==> config.mk <==
export PLATFORM = sky130hd
export DESIGN_NAME = twsd_serial_slave_unit
export DESIGN_NICKNAME = d
export VERILOG_FILES = /design/src/twsd_pkg.sv /design/src/twsd_sync2.sv /design/src/twsd_serial_slave_unit.sv
export SDC_FILE = /design/constraint.sdc
export NUM_CORES = 1
export LEC_CHECK = 0
export ABC_AREA = 1
export BUFFER_PORTS_ARGS = -buffer_cell sky130_fd_sc_hd__buf_2
export CAP_MARGIN = 25
export CORE_ASPECT_RATIO = 1.5
export CORE_MARGIN = 4
export CORE_UTILIZATION = 30
export CTS_BUF_LIST = sky130_fd_sc_hd__clkbuf_4
export DETAILED_ROUTE_END_ITERATION = 10
export PLACE_DENSITY_LB_ADDON = 0.12
export SYNTH_ARGS = -nofsm -noshare
export SYNTH_HDL_FRONTEND = slang
export SYNTH_SLANG_ARGS = --single-unit
==> constraint.sdc <==
create_clock -name i_sys_clk -period 2.3 [get_ports i_sys_clk]
set_clock_uncertainty 0.15 [all_clocks]
set_input_delay 0.115 -clock i_sys_clk [delete_from_list [all_inputs] [get_ports i_sys_clk]]
set_output_delay 0.115 -clock i_sys_clk [all_outputs]
set_load 0.02 [all_outputs]
==> src/twsd_pkg.sv <==
/*
  Shared constants and types for the two-wire serial slave with memory
  access. Assumes a single system clock domain; all users import it whole.
*/
package twsd_pkg;
  localparam int BYTE_W = 8;
  localparam int ADDR7_W = 7;
  localparam int CNT_W = 13;
  localparam int PTR_W = 32;
  localparam int SYNC_W = 2;
  // bit counter values within one byte
  localparam logic [3:0] BIT_CNT_RST = 4'h0;
  localparam logic [3:0] LAST_BIT = 4'h7;
  localparam logic [3:0] BITS_PER_BYTE = 4'h8;
  // values after reset, and the count increment of one
  localparam logic [PTR_W-1:0] PTR_RST = 32'h00000000;
  localparam logic [CNT_W-1:0] CNT_RST = 13'h0000;
  localparam logic [CNT_W-1:0] CNT_ONE = 13'h0001;
  localparam logic [BYTE_W-1:0] BYTE_RST = 8'h00;
  localparam logic [SYNC_W-1:0] SYNC_RST = 2'h3;
  // zero extension of a byte count onto a memory pointer
  localparam logic [PTR_W-CNT_W-1:0] PTR_PAD = 19'h00000;

  typedef enum logic [3:0] {
    ST_IDLE,
    ST_ADDR,
    ST_ADDR_ACK,
    ST_WAIT_PREP,
    ST_TX_FETCH,
    ST_TX_BITS,
    ST_TX_ACKCHK,
    ST_RX_BITS,
    ST_RX_ACK,
    ST_RX_ACKBIT,
    ST_HOLD,
    ST_STOPPING
  } twsd_state_t;
endpackage

==> src/twsd_sync2.sv <==
/*
  Two-stage synchroniser for the serial clock and data pins.
  Assumes the pins are asynchronous to i_sys_clk; idles high like a bus.
*/
`timescale 1ns/1ps
module twsd_sync2
  import twsd_pkg::*;
(
  input wire logic i_sys_clk,
  input wire logic i_reset_n,
  input wire logic i_clk_en,
  input wire logic [SYNC_W-1:0] i_async,
  output logic [SYNC_W-1:0] o_sync
);
  logic [SYNC_W-1:0] meta_q;
  logic [SYNC_W-1:0] meta_d;
  logic [SYNC_W-1:0] sync_d;

  ////////////////////////////////////////////////////////////////////////
  // first stage feeds only the second stage
  always_comb begin
    meta_d = i_async;
    sync_d = meta_q;
  end

  always_ff @(posedge i_sys_clk or negedge i_reset_n) begin
    if (!i_reset_n) begin
      meta_q <= SYNC_RST;
      o_sync <= SYNC_RST;
    end else if (i_clk_en) begin
      meta_q <= meta_d;
      o_sync <= sync_d;
    end
  end
endmodule

==> src/twsd_serial_slave_unit.sv <==
/*
  Two-wire serial slave with autonomous byte access to system memory.
  Assumes one bus master, pins sampled on i_sys_clk at 100 MHz, and a
  memory port answering each request with a one-cycle i_mem_ack.
*/
`timescale 1ns/1ps
module twsd_serial_slave_unit
  import twsd_pkg::*;
(
  input wire logic i_sys_clk,
  input wire logic i_reset_n,
  input wire logic i_clk_en,
  input wire logic i_enable,
  input wire logic [ADDR7_W-1:0] i_addr0,
  input wire logic i_addr0_en,
  input wire logic [ADDR7_W-1:0] i_addr1,
  input wire logic i_addr1_en,
  input wire logic [PTR_W-1:0] i_tx_ptr,
  input wire logic [CNT_W-1:0] i_tx_maxcnt,
  input wire logic [PTR_W-1:0] i_rx_ptr,
  input wire logic [CNT_W-1:0] i_rx_maxcnt,
  input wire logic [BYTE_W-1:0] i_over_read_fill_byte,
  input wire logic i_prepare_transmit_task,
  input wire logic i_prepare_receive_task,
  input wire logic i_stop_task,
  input wire logic i_scl,
  input wire logic i_sda,
  output logic o_scl_out,
  output logic o_scl_oe,
  output logic o_sda_out,
  output logic o_sda_oe,
  output logic o_mem_req,
  output logic o_mem_we,
  output logic [PTR_W-1:0] o_mem_addr,
  output logic [BYTE_W-1:0] o_mem_wdata,
  input wire logic i_mem_ack,
  input wire logic [BYTE_W-1:0] i_mem_rdata,
  output logic o_receive_begun_event,
  output logic o_transmit_begun_event,
  output logic o_stopped_event,
  output logic o_error_event,
  output logic o_read_event,
  output logic o_write_event,
  output logic [CNT_W-1:0] o_tx_amount,
  output logic [CNT_W-1:0] o_rx_amount,
  output logic o_sleep
);
  twsd_state_t state_q, state_d;
  logic [SYNC_W-1:0] pins_s;
  logic scl_s, sda_s, scl_p_q, scl_p_d, sda_p_q, sda_p_d;
  logic [BYTE_W-1:0] shift_q, shift_d, byte_v;
  logic [3:0] bitcnt_q, bitcnt_d;
  logic rw_q, rw_d, active_q, active_d, fetch_q, fetch_d, load_v;
  logic tx_prep_q, tx_prep_d, rx_prep_q, rx_prep_d;
  logic scl_oe_d, sda_oe_d, mem_req_d, mem_we_d, sleep_d;
  logic [PTR_W-1:0] ptr_q, ptr_d, mem_addr_d;
  logic [BYTE_W-1:0] mem_wdata_d;
  logic [CNT_W-1:0] max_q, max_d, cnt_q, cnt_d, tx_amt_d, rx_amt_d;
  logic rxb_d, txb_d, stp_d, err_d, rd_d, wr_d;
  logic scl_rise, scl_fall, start_seen, stop_seen, addr_hit;

  ////////////////////////////////////////////////////////////////////////
  // pins cross into the system clock; 100 MHz oversamples 400 kHz ample
  twsd_sync2 u_sync (
    .i_sys_clk(i_sys_clk),
    .i_reset_n(i_reset_n),
    .i_clk_en(i_clk_en),
    .i_async({i_scl, i_sda}),
    .o_sync(pins_s)
  );
  assign scl_s = pins_s[1];
  assign sda_s = pins_s[0];

  // bus edges and conditions from the synchronised copies only
  assign scl_rise = scl_s & ~scl_p_q;
  assign scl_fall = ~scl_s & scl_p_q;
  assign start_seen = scl_s & scl_p_q & sda_p_q & ~sda_s;
  assign stop_seen = scl_s & scl_p_q & ~sda_p_q & sda_s;
  // no arbitration logic: a lone master is assumed
  assign addr_hit = (i_addr0_en && shift_q[7:1] == i_addr0) ||
                    (i_addr1_en && shift_q[7:1] == i_addr1);

  ////////////////////////////////////////////////////////////////////////
  // next-state logic for the whole slave
  always_comb begin
    state_d = state_q;
    scl_p_d = scl_s;
    sda_p_d = sda_s;
    shift_d = shift_q;
    bitcnt_d = bitcnt_q;
    rw_d = rw_q;
    active_d = active_q;
    fetch_d = fetch_q;
    tx_prep_d = tx_prep_q;
    rx_prep_d = rx_prep_q;
    scl_oe_d = o_scl_oe;
    sda_oe_d = o_sda_oe;
    ptr_d = ptr_q;
    max_d = max_q;
    cnt_d = cnt_q;
    tx_amt_d = o_tx_amount;
    rx_amt_d = o_rx_amount;
    mem_req_d = o_mem_req & ~i_mem_ack;
    mem_we_d = o_mem_we;
    mem_addr_d = o_mem_addr;
    mem_wdata_d = o_mem_wdata;
    {rxb_d, txb_d, stp_d, err_d, rd_d, wr_d} = 6'h00;
    byte_v = i_over_read_fill_byte;
    load_v = 1'b0;
    case (state_q)
      ST_IDLE: begin
        if (start_seen) begin
          state_d = ST_ADDR;
          bitcnt_d = BIT_CNT_RST;
        end
      end
      ST_ADDR: begin
        if (scl_rise) begin
          shift_d = {shift_q[6:0], sda_s};
          bitcnt_d = bitcnt_q + 4'h1;
        end else if (scl_fall && bitcnt_q == BITS_PER_BYTE) begin
          if (addr_hit) begin
            sda_oe_d = 1'b1;
            rw_d = shift_q[0];
            rd_d = shift_q[0];
            wr_d = ~shift_q[0];
            state_d = ST_ADDR_ACK;
          end else begin
            state_d = ST_HOLD;
          end
        end
      end
      ST_ADDR_ACK: begin
        // hold the clock low from the ack fall onward
        if (scl_fall) begin
          sda_oe_d = 1'b0;
          scl_oe_d = 1'b1;
          state_d = ST_WAIT_PREP;
        end
      end
      ST_WAIT_PREP: begin
        // clock stays stretched until the matching flag is set
        if (rw_q && tx_prep_q) begin
          tx_prep_d = 1'b0;
          txb_d = 1'b1;
          ptr_d = i_tx_ptr;
          max_d = i_tx_maxcnt;
          cnt_d = CNT_RST;
          fetch_d = 1'b0;
          active_d = 1'b1;
          state_d = ST_TX_FETCH;
        end else if (!rw_q && rx_prep_q) begin
          rx_prep_d = 1'b0;
          rxb_d = 1'b1;
          ptr_d = i_rx_ptr;
          max_d = i_rx_maxcnt;
          cnt_d = CNT_RST;
          active_d = 1'b1;
          scl_oe_d = 1'b0;
          bitcnt_d = BIT_CNT_RST;
          state_d = ST_RX_BITS;
        end
      end
      ST_TX_FETCH: begin
        // the clock is held low while the next byte is fetched
        if (cnt_q >= max_q) begin
          err_d = 1'b1;
          load_v = 1'b1;
        end else if (!fetch_q && !o_mem_req) begin
          mem_req_d = 1'b1;
          mem_we_d = 1'b0;
          mem_addr_d = ptr_q + {PTR_PAD, cnt_q};
          fetch_d = 1'b1;
        end else if (fetch_q && i_mem_ack) begin
          byte_v = i_mem_rdata;
          load_v = 1'b1;
        end
        if (load_v) begin
          shift_d = byte_v;
          sda_oe_d = ~byte_v[7];
          scl_oe_d = 1'b0;
          fetch_d = 1'b0;
          cnt_d = cnt_q + CNT_ONE;
          tx_amt_d = cnt_q + CNT_ONE;
          bitcnt_d = BIT_CNT_RST;
          state_d = ST_TX_BITS;
        end
      end
      ST_TX_BITS: begin
        // data changes only while the clock is low
        if (scl_fall) begin
          if (bitcnt_q == LAST_BIT) begin
            sda_oe_d = 1'b0;
            state_d = ST_TX_ACKCHK;
          end else begin
            shift_d = {shift_q[6:0], 1'b0};
            sda_oe_d = ~shift_q[6];
            bitcnt_d = bitcnt_q + 4'h1;
          end
        end
      end
      ST_TX_ACKCHK: begin
        // a nack ends sending; the master then issues stop
        if (scl_rise) begin
          shift_d[0] = sda_s;
        end else if (scl_fall) begin
          if (shift_q[0]) begin
            state_d = ST_HOLD;
          end else begin
            scl_oe_d = 1'b1;
            state_d = ST_TX_FETCH;
          end
        end
      end
      ST_RX_BITS: begin
        if (scl_rise) begin
          shift_d = {shift_q[6:0], sda_s};
          bitcnt_d = bitcnt_q + 4'h1;
        end else if (scl_fall && bitcnt_q == BITS_PER_BYTE) begin
          scl_oe_d = 1'b1;
          state_d = ST_RX_ACK;
        end
      end
      ST_RX_ACK: begin
        // stretch until the previous write has drained
        if (!o_mem_req) begin
          if (cnt_q < max_q) begin
            sda_oe_d = 1'b1;
            mem_req_d = 1'b1;
            mem_we_d = 1'b1;
            mem_addr_d = ptr_q + {PTR_PAD, cnt_q};
            mem_wdata_d = shift_q;
            cnt_d = cnt_q + CNT_ONE;
            rx_amt_d = cnt_q + CNT_ONE;
          end else begin
            err_d = 1'b1;
          end
          scl_oe_d = 1'b0;
          state_d = ST_RX_ACKBIT;
        end
      end
      ST_RX_ACKBIT: begin
        if (scl_fall) begin
          sda_oe_d = 1'b0;
          bitcnt_d = BIT_CNT_RST;
          state_d = ST_RX_BITS;
        end
      end
      ST_STOPPING: begin
        // buffer is only handed back once memory traffic is over
        scl_oe_d = 1'b0;
        sda_oe_d = 1'b0;
        if (!o_mem_req) begin
          stp_d = 1'b1;
          active_d = 1'b0;
          if (rw_q) begin
            tx_prep_d = 1'b0;
          end else begin
            rx_prep_d = 1'b0;
          end
          state_d = ST_IDLE;
        end
      end
      default: begin
      end
    endcase
    // bus conditions and the stop task override any busy state but ST_STOPPING
    if (state_q != ST_IDLE && state_q != ST_STOPPING) begin
      if (i_stop_task || (stop_seen && active_q)) begin
        state_d = ST_STOPPING;
        scl_oe_d = 1'b0;
        sda_oe_d = 1'b0;
      end else if (stop_seen) begin
        state_d = ST_IDLE;
        scl_oe_d = 1'b0;
        sda_oe_d = 1'b0;
      end else if (start_seen) begin
        state_d = ST_ADDR;
        bitcnt_d = BIT_CNT_RST;
        fetch_d = 1'b0;
        scl_oe_d = 1'b0;
        sda_oe_d = 1'b0;
      end
    end
    // disabling releases the bus; settings are inputs, kept as given
    if (!i_enable) begin
      state_d = ST_IDLE;
      active_d = 1'b0;
      scl_oe_d = 1'b0;
      sda_oe_d = 1'b0;
    end
    // a prepare task wins over a same-cycle unprepare
    if (i_prepare_transmit_task) begin
      tx_prep_d = 1'b1;
    end
    if (i_prepare_receive_task) begin
      rx_prep_d = 1'b1;
    end
    sleep_d = i_enable && state_d == ST_IDLE;
  end

  ////////////////////////////////////////////////////////////////////////
  // state registers; everything freezes while i_clk_en is low
  always_ff @(posedge i_sys_clk or negedge i_reset_n) begin
    if (!i_reset_n) begin
      state_q <= ST_IDLE;
      scl_p_q <= 1'b1;
      sda_p_q <= 1'b1;
      shift_q <= BYTE_RST;
      bitcnt_q <= BIT_CNT_RST;
      rw_q <= 1'b0;
      active_q <= 1'b0;
      fetch_q <= 1'b0;
      tx_prep_q <= 1'b0;
      rx_prep_q <= 1'b0;
      o_scl_oe <= 1'b0;
      o_sda_oe <= 1'b0;
      o_scl_out <= 1'b0;
      o_sda_out <= 1'b0;
      ptr_q <= PTR_RST;
      max_q <= CNT_RST;
      cnt_q <= CNT_RST;
      o_tx_amount <= CNT_RST;
      o_rx_amount <= CNT_RST;
      o_mem_req <= 1'b0;
      o_mem_we <= 1'b0;
      o_mem_addr <= PTR_RST;
      o_mem_wdata <= BYTE_RST;
      o_receive_begun_event <= 1'b0;
      o_transmit_begun_event <= 1'b0;
      o_stopped_event <= 1'b0;
      o_error_event <= 1'b0;
      o_read_event <= 1'b0;
      o_write_event <= 1'b0;
      o_sleep <= 1'b0;
    end else if (i_clk_en) begin
      state_q <= state_d;
      scl_p_q <= scl_p_d;
      sda_p_q <= sda_p_d;
      shift_q <= shift_d;
      bitcnt_q <= bitcnt_d;
      rw_q <= rw_d;
      active_q <= active_d;
      fetch_q <= fetch_d;
      tx_prep_q <= tx_prep_d;
      rx_prep_q <= rx_prep_d;
      o_scl_oe <= scl_oe_d;
      o_sda_oe <= sda_oe_d;
      o_scl_out <= 1'b0;
      o_sda_out <= 1'b0;
      ptr_q <= ptr_d;
      max_q <= max_d;
      cnt_q <= cnt_d;
      o_tx_amount <= tx_amt_d;
      o_rx_amount <= rx_amt_d;
      o_mem_req <= mem_req_d;
      o_mem_we <= mem_we_d;
      o_mem_addr <= mem_addr_d;
      o_mem_wdata <= mem_wdata_d;
      o_receive_begun_event <= rxb_d;
      o_transmit_begun_event <= txb_d;
      o_stopped_event <= stp_d;
      o_error_event <= err_d;
      o_read_event <= rd_d;
      o_write_event <= wr_d;
      o_sleep <= sleep_d;
    end
  end

  ////////////////////////////////////////////////////////////////////////
  // checks on the control behaviour
  property p_tx_prep_set;
    @(posedge i_sys_clk) disable iff (!i_reset_n)
    i_clk_en && i_prepare_transmit_task |=> tx_prep_q;
  endproperty
  a_tx_prep_set: assert property (p_tx_prep_set)
    else $error("transmit prepare task did not set flag");

  property p_rx_prep_set;
    @(posedge i_sys_clk) disable iff (!i_reset_n)
    i_clk_en && i_prepare_receive_task |=> rx_prep_q;
  endproperty
  a_rx_prep_set: assert property (p_rx_prep_set)
    else $error("receive prepare task did not set flag");

  property p_tx_unprep;
    @(posedge i_sys_clk) disable iff (!i_reset_n)
    o_transmit_begun_event && !$past(i_prepare_transmit_task)
      |-> !tx_prep_q && state_q == ST_TX_FETCH;
  endproperty
  a_tx_unprep: assert property (p_tx_unprep)
    else $error("transmit start left prepared flag set");

  property p_rx_unprep;
    @(posedge i_sys_clk) disable iff (!i_reset_n)
    o_receive_begun_event && !$past(i_prepare_receive_task)
      |-> !rx_prep_q && state_q == ST_RX_BITS;
  endproperty
  a_rx_unprep: assert property (p_rx_unprep)
    else $error("receive start left prepared flag set");

  property p_stop_cond;
    @(posedge i_sys_clk) disable iff (!i_reset_n)
    i_clk_en && i_enable && stop_seen && active_q &&
      state_q != ST_IDLE && state_q != ST_STOPPING
      |=> state_q == ST_STOPPING;
  endproperty
  a_stop_cond: assert property (p_stop_cond)
    else $error("stop condition did not end the transaction");

  property p_stop_task;
    @(posedge i_sys_clk) disable iff (!i_reset_n)
    i_clk_en && i_enable && i_stop_task && state_q != ST_IDLE &&
      state_q != ST_STOPPING
      |=> state_q == ST_STOPPING && !o_scl_oe && !o_sda_oe;
  endproperty
  a_stop_task: assert property (p_stop_task)
    else $error("stop task did not end activity");

  property p_stopped_safe;
    @(posedge i_sys_clk) disable iff (!i_reset_n)
    o_stopped_event |-> !o_mem_req && !active_q && state_q == ST_IDLE;
  endproperty
  a_stopped_safe: assert property (p_stopped_safe)
    else $error("stopped raised with memory access pending");

  property p_event_pulse;
    @(posedge i_sys_clk) disable iff (!i_reset_n)
    i_clk_en && (o_stopped_event || o_transmit_begun_event)
      |=> !o_stopped_event && !o_transmit_begun_event;
  endproperty
  a_event_pulse: assert property (p_event_pulse)
    else $error("event output longer than one cycle");

  property p_wait_stretch;
    @(posedge i_sys_clk) disable iff (!i_reset_n)
    state_q == ST_WAIT_PREP |-> o_scl_oe && !o_sda_oe;
  endproperty
  a_wait_stretch: assert property (p_wait_stretch)
    else $error("clock not stretched while awaiting prepare");

  property p_over_read;
    @(posedge i_sys_clk) disable iff (!i_reset_n)
    i_clk_en && i_enable && state_q == ST_TX_FETCH && cnt_q >= max_q &&
      !i_stop_task && !stop_seen && !start_seen
      |=> o_error_event && shift_q == $past(i_over_read_fill_byte);
  endproperty
  a_over_read: assert property (p_over_read)
    else $error("over-read did not send fill byte");

  property p_sleep;
    @(posedge i_sys_clk) disable iff (!i_reset_n)
    o_sleep |-> state_q == ST_IDLE && !o_scl_oe && !o_sda_oe;
  endproperty
  a_sleep: assert property (p_sleep)
    else $error("sleep shown while not idle");
endmodule

==> flow_metrics.py <==
metrics = {
    "worst_setup_path": {
        "required_ns": 2.66,
        "critPathTopFamily": "simple AND/OR/NAND/NOR gates",
        "worst-path-max-fanout": 7,
        "setup.worst_path.end_class": "flip-flop",
        "critical-path-max-stage-delay_ns": 0.44,
        "worst_r2r_path_depth": 12,
        "cpMostUsedCell": "nand2_2",
        "slowest_stage": "dfrtp_1",
        "timing.critical_path.from_type": "flip-flop",
        "regToRegSetupSlack_ns": -0.08,
        "critical_path_cell_count": 12,
        "cp_cell_sequence": "ha_1 -> nand2_2 -> nor2_4 -> and2_4 -> nand2_4 -> buf_6 -> nand4_1 -> buf_4 -> nand3_4 -> clkbuf_16 -> nand2_2 -> o21ai_1",
        "crit-reg2reg-launch": "cnt_q[9]",
        "worst_flop_to_flop_path_endpoint": "o_tx_amount[8]",
        "cp.arrival_ns": 2.74,
        "timing.setup.critical_path_class": "flip-flop to flip-flop",
        "cp_num_buf_inv": 3,
    },
    "worst_hold_path": {
        "whs_endpoint": "o_write_event",
        "min_path_cells": 10,
        "hp-start": "i_addr1[3]",
        "min-delay-path-class": "primary input to flip-flop",
    },
    "drt": {
        "detail_route.wirelength_mm": 38.17,
        "drt_iter0_markers": 496,
        "via_count": 10660,
        "routed_via_density": 4.782,
        "detail_route.wl_per_cell_um": 17.12,
        "drt-pass1-iter-count": 5,
        "antenna_viol_nets_final": 0,
        "remaining_drc_errors": 0,
    },
    "synthesis": {
        "sequential_element_share_of_the_synthesized_area_pct": 41.74,
        "synth_edf_count": 0,
        "synth.ff_latch_count": 162,
        "synth.lib_cells_used.distinct": 46,
        "avgSynthCellArea_um2": 7.197,
        "synthArstFlopShare_pct": 100.0,
        "syn_area_mm2": 0.009731,
        "yosysWarnings": 0,
        "synthCells": 1352,
        "postSynth.topFlopCell": "dfrtp_1",
    },
    "flow_run": {
        "timing.max_cap.violations": 0,
    },
    "run_status": {
        "violations": "negative setup slack",
        "outcome": "finished, violations left",
    },
    "floorplan": {
        "boundaryPins": 211,
        "design.core.area_mm2": 0.03193,
        "fp.dieArea_mm2": 0.03544,
        "initial_core_utilization_pct": 30.47,
        "placement_rows": 80,
        "die_width_um": 155.1,
        "die_h_um": 228.6,
    },
    "global_route": {
        "number_of_global_route_vias_before_repair": 10890,
        "globalRoute.totalOverflow": 0,
        "grt_start_max_net_pins": 47,
        "grt_pass1_wl_mm": 58.39,
        "grt_use_total_pct": 20.88,
        "initial_antenna_violation_count": 1,
    },
    "cts": {
        "cts-buffers-inserted": 17,
        "cts_htree_levels": 4,
        "cts_root_cell": "clkbuf_4",
        "clk_transition_reported_paths_ns": 0.14,
        "clock_path_buffers": 2,
        "clkSinkCount": 162,
        "insertion_delay_ns": 0.62,
        "clock_tree_from_tritoncts": "done",
    },
    "power_and_ir_drop": {
        "worst_ir_drop_on_vdd_mv": 0.3661,
        "report.power.total_w": 0.01425,
        "leakage_nw": 7.348,
        "power_density_over_the_cells_mw_per_mm2": 974.1,
    },
    "finish": {
        "sequential_cell_area_mm2": 0.004068,
        "final_cell_mix": "nand2_1, buf_2, dfrtp_1",
        "fin_nets": 1967,
        "final.fill_count": 3280,
        "multi_input_combinational_cell_area_mm2": 0.005480,
        "finalCoreUtilization_pct": 45.81,
        "syn_to_final_growth_pct": 50.33,
        "layoutNonFillerInstCount": 2230,
        "layout_commonest_cell": "nand2_1",
        "layout-drive-gt1-share_pct": 30.36,
    },
    "sta": {
        "min_period_over_period_pct": 103.5,
        "fin_hold_ws_ns": 0.05857,
        "fmax_ghz": 0.4199,
        "final_setup_margin_ns": -0.08131,
        "post-route-min-period_ns": 2.381,
        "report.final.hold_viol_count": 0,
        "timing_worst_slew_pin_value_ns": 0.6159,
        "rsz0062_at_grt": "yes",
        "max_slew_headroom_pct": 58.80,
        "setup_viol_count_final": 54,
        "finalMaxSlewViolations": 0,
    },
    "placed_design": {
        "port-buffer-count": 208,
        "dpl.hpwl_mm": 27.17,
        "place_worst_setup_slack_ns": -0.1541,
        "place.detailed.instances": 2036,
        "place_congestion": 0.8853,
    },
}
## cells in the mapped netlist (4+ instances only)
| library cell | n | area, um^2 |
|---|---|---|
| nand2_1 | 423 | 1588 |
| dfrtp_1 | 156 | 3904 |
| inv_1 | 139 | 521.8 |
| nor2_1 | 136 | 510.5 |
| nand3_1 | 91 | 455.4 |
| o21ai_0 | 84 | 420.4 |
| a31oi_1 | 47 | 294.0 |
| a21oi_1 | 31 | 155.2 |
| clkbuf_1 | 29 | 108.9 |
| ha_1 | 29 | 362.9 |
| o21ai_1 | 25 | 125.1 |
| xor2_1 | 23 | 201.4 |
| nand4_1 | 16 | 100.1 |
| buf_2 | 15 | 75.07 |
| nor3_1 | 14 | 70.07 |
| xnor2_1 | 13 | 113.9 |
| inv_2 | 9 | 33.78 |
| o21ai_2 | 8 | 70.07 |
| dfstp_2 | 6 | 157.7 |
| nor2_2 | 5 | 31.28 |
| o211ai_1 | 5 | 37.54 |
| a21boi_0 | 4 | 30.03 |
| a21oi_2 | 4 | 35.03 |
| nand2_2 | 4 | 25.02 |
| o21bai_1 | 4 | 30.03 |
## worst max-delay path by stage
stage	start	to
2_1_floorplan	cnt_q[8]	o_mem_addr[13]
3_3_place_gp	max_q[1]	o_mem_addr[16]
3_5_place_dp	max_q[2]	cnt_q[9]
4_1_cts	max_q[7]	o_mem_addr[1]
5_1_grt	cnt_q[6]	o_mem_addr[23]
6_report	cnt_q[9]	o_tx_amount[8]
## timing repair
action	CTS	global route
gates cloned	2	7
gates resized for setup	27	156
setup endpoints to repair	71	144
setup buffers	7	18
endpoints found under the hold margin	250	0
pin swaps	14	39
hold buffers	126	0
## routing by layer
metal | share of wire [%] | track usage [%]
met1 | 39 | 23.83
met2 | 54 | 39.10
met3 | 3.6 | 3.504
met4 | 2.9 | 6.545
met5 | 0 | 0
## sequential cells by signal (all words and copies together), names as in the netlist, 2 cells and up
name / flops
bitcnt_q: 4
cnt_q: 13
max_q: 13
o_mem_addr: 32
o_mem_wdata: 8
o_rx_amount: 13
o_tx_amount: 13
ptr_q: 32
shift_q: 8
state_q: 4
u_sync.meta_q: 2
u_sync.o_sync: 2
## tightest hold or removal path, cell delays in order
cell	delay, ns
buf_2	0.09
nand2_1	0.05
nand3_1	0.06
nor2_1	0.04
nand2_1	0.10
nand2_1	0.06
nand2_1	0.10
nor2_1	0.07
nand2_1	0.07
nand2_1	0.05
## area by class of cell
cell class	instances	area share, %
antenna	2	0.03421
clock buffer	21	1.078
clock inverter	11	0.9409
inverter	149	3.909
multi-input combinational	996	37.46
sequential	162	27.81
tap	410	3.507
timing repair buffer	479	25.26
## power by group
| part | switching (W) | internal, W |
|---|---|---|
| registers | 0.000989 | 0.00386 |
| clock network | 0.00109 | 0.000793 |
| logic | 0.00435 | 0.00317 |
| total | 0.00643 | 0.00782 |
## kinds of logic after synthesis
kind of cell | after synthesis | synth area share (%)
AND/OR/NAND/NOR | 701 | 29.60
AO/OA/AOI/OAI | 224 | 13.32
buffers and inverters | 197 | 8.023
flip-flops | 162 | 41.74
XOR/XNOR | 36 | 3.240
adder cells (fa/ha/maj) | 30 | 3.935
other | 1 | 0.03854
multiplexers | 1 | 0.1029
## metrics by stage
stage / TNS, ns / instance area (um^2)
after floorplan: 0 / 9737
after global placement: -4.220 / 12060
after detailed placement: -5.793 / 12060
after CTS: -3.132 / 13830
after global routing: -9.840 / 14630
final: -2.007 / 14630
Power figures use the tool's default switching activity.
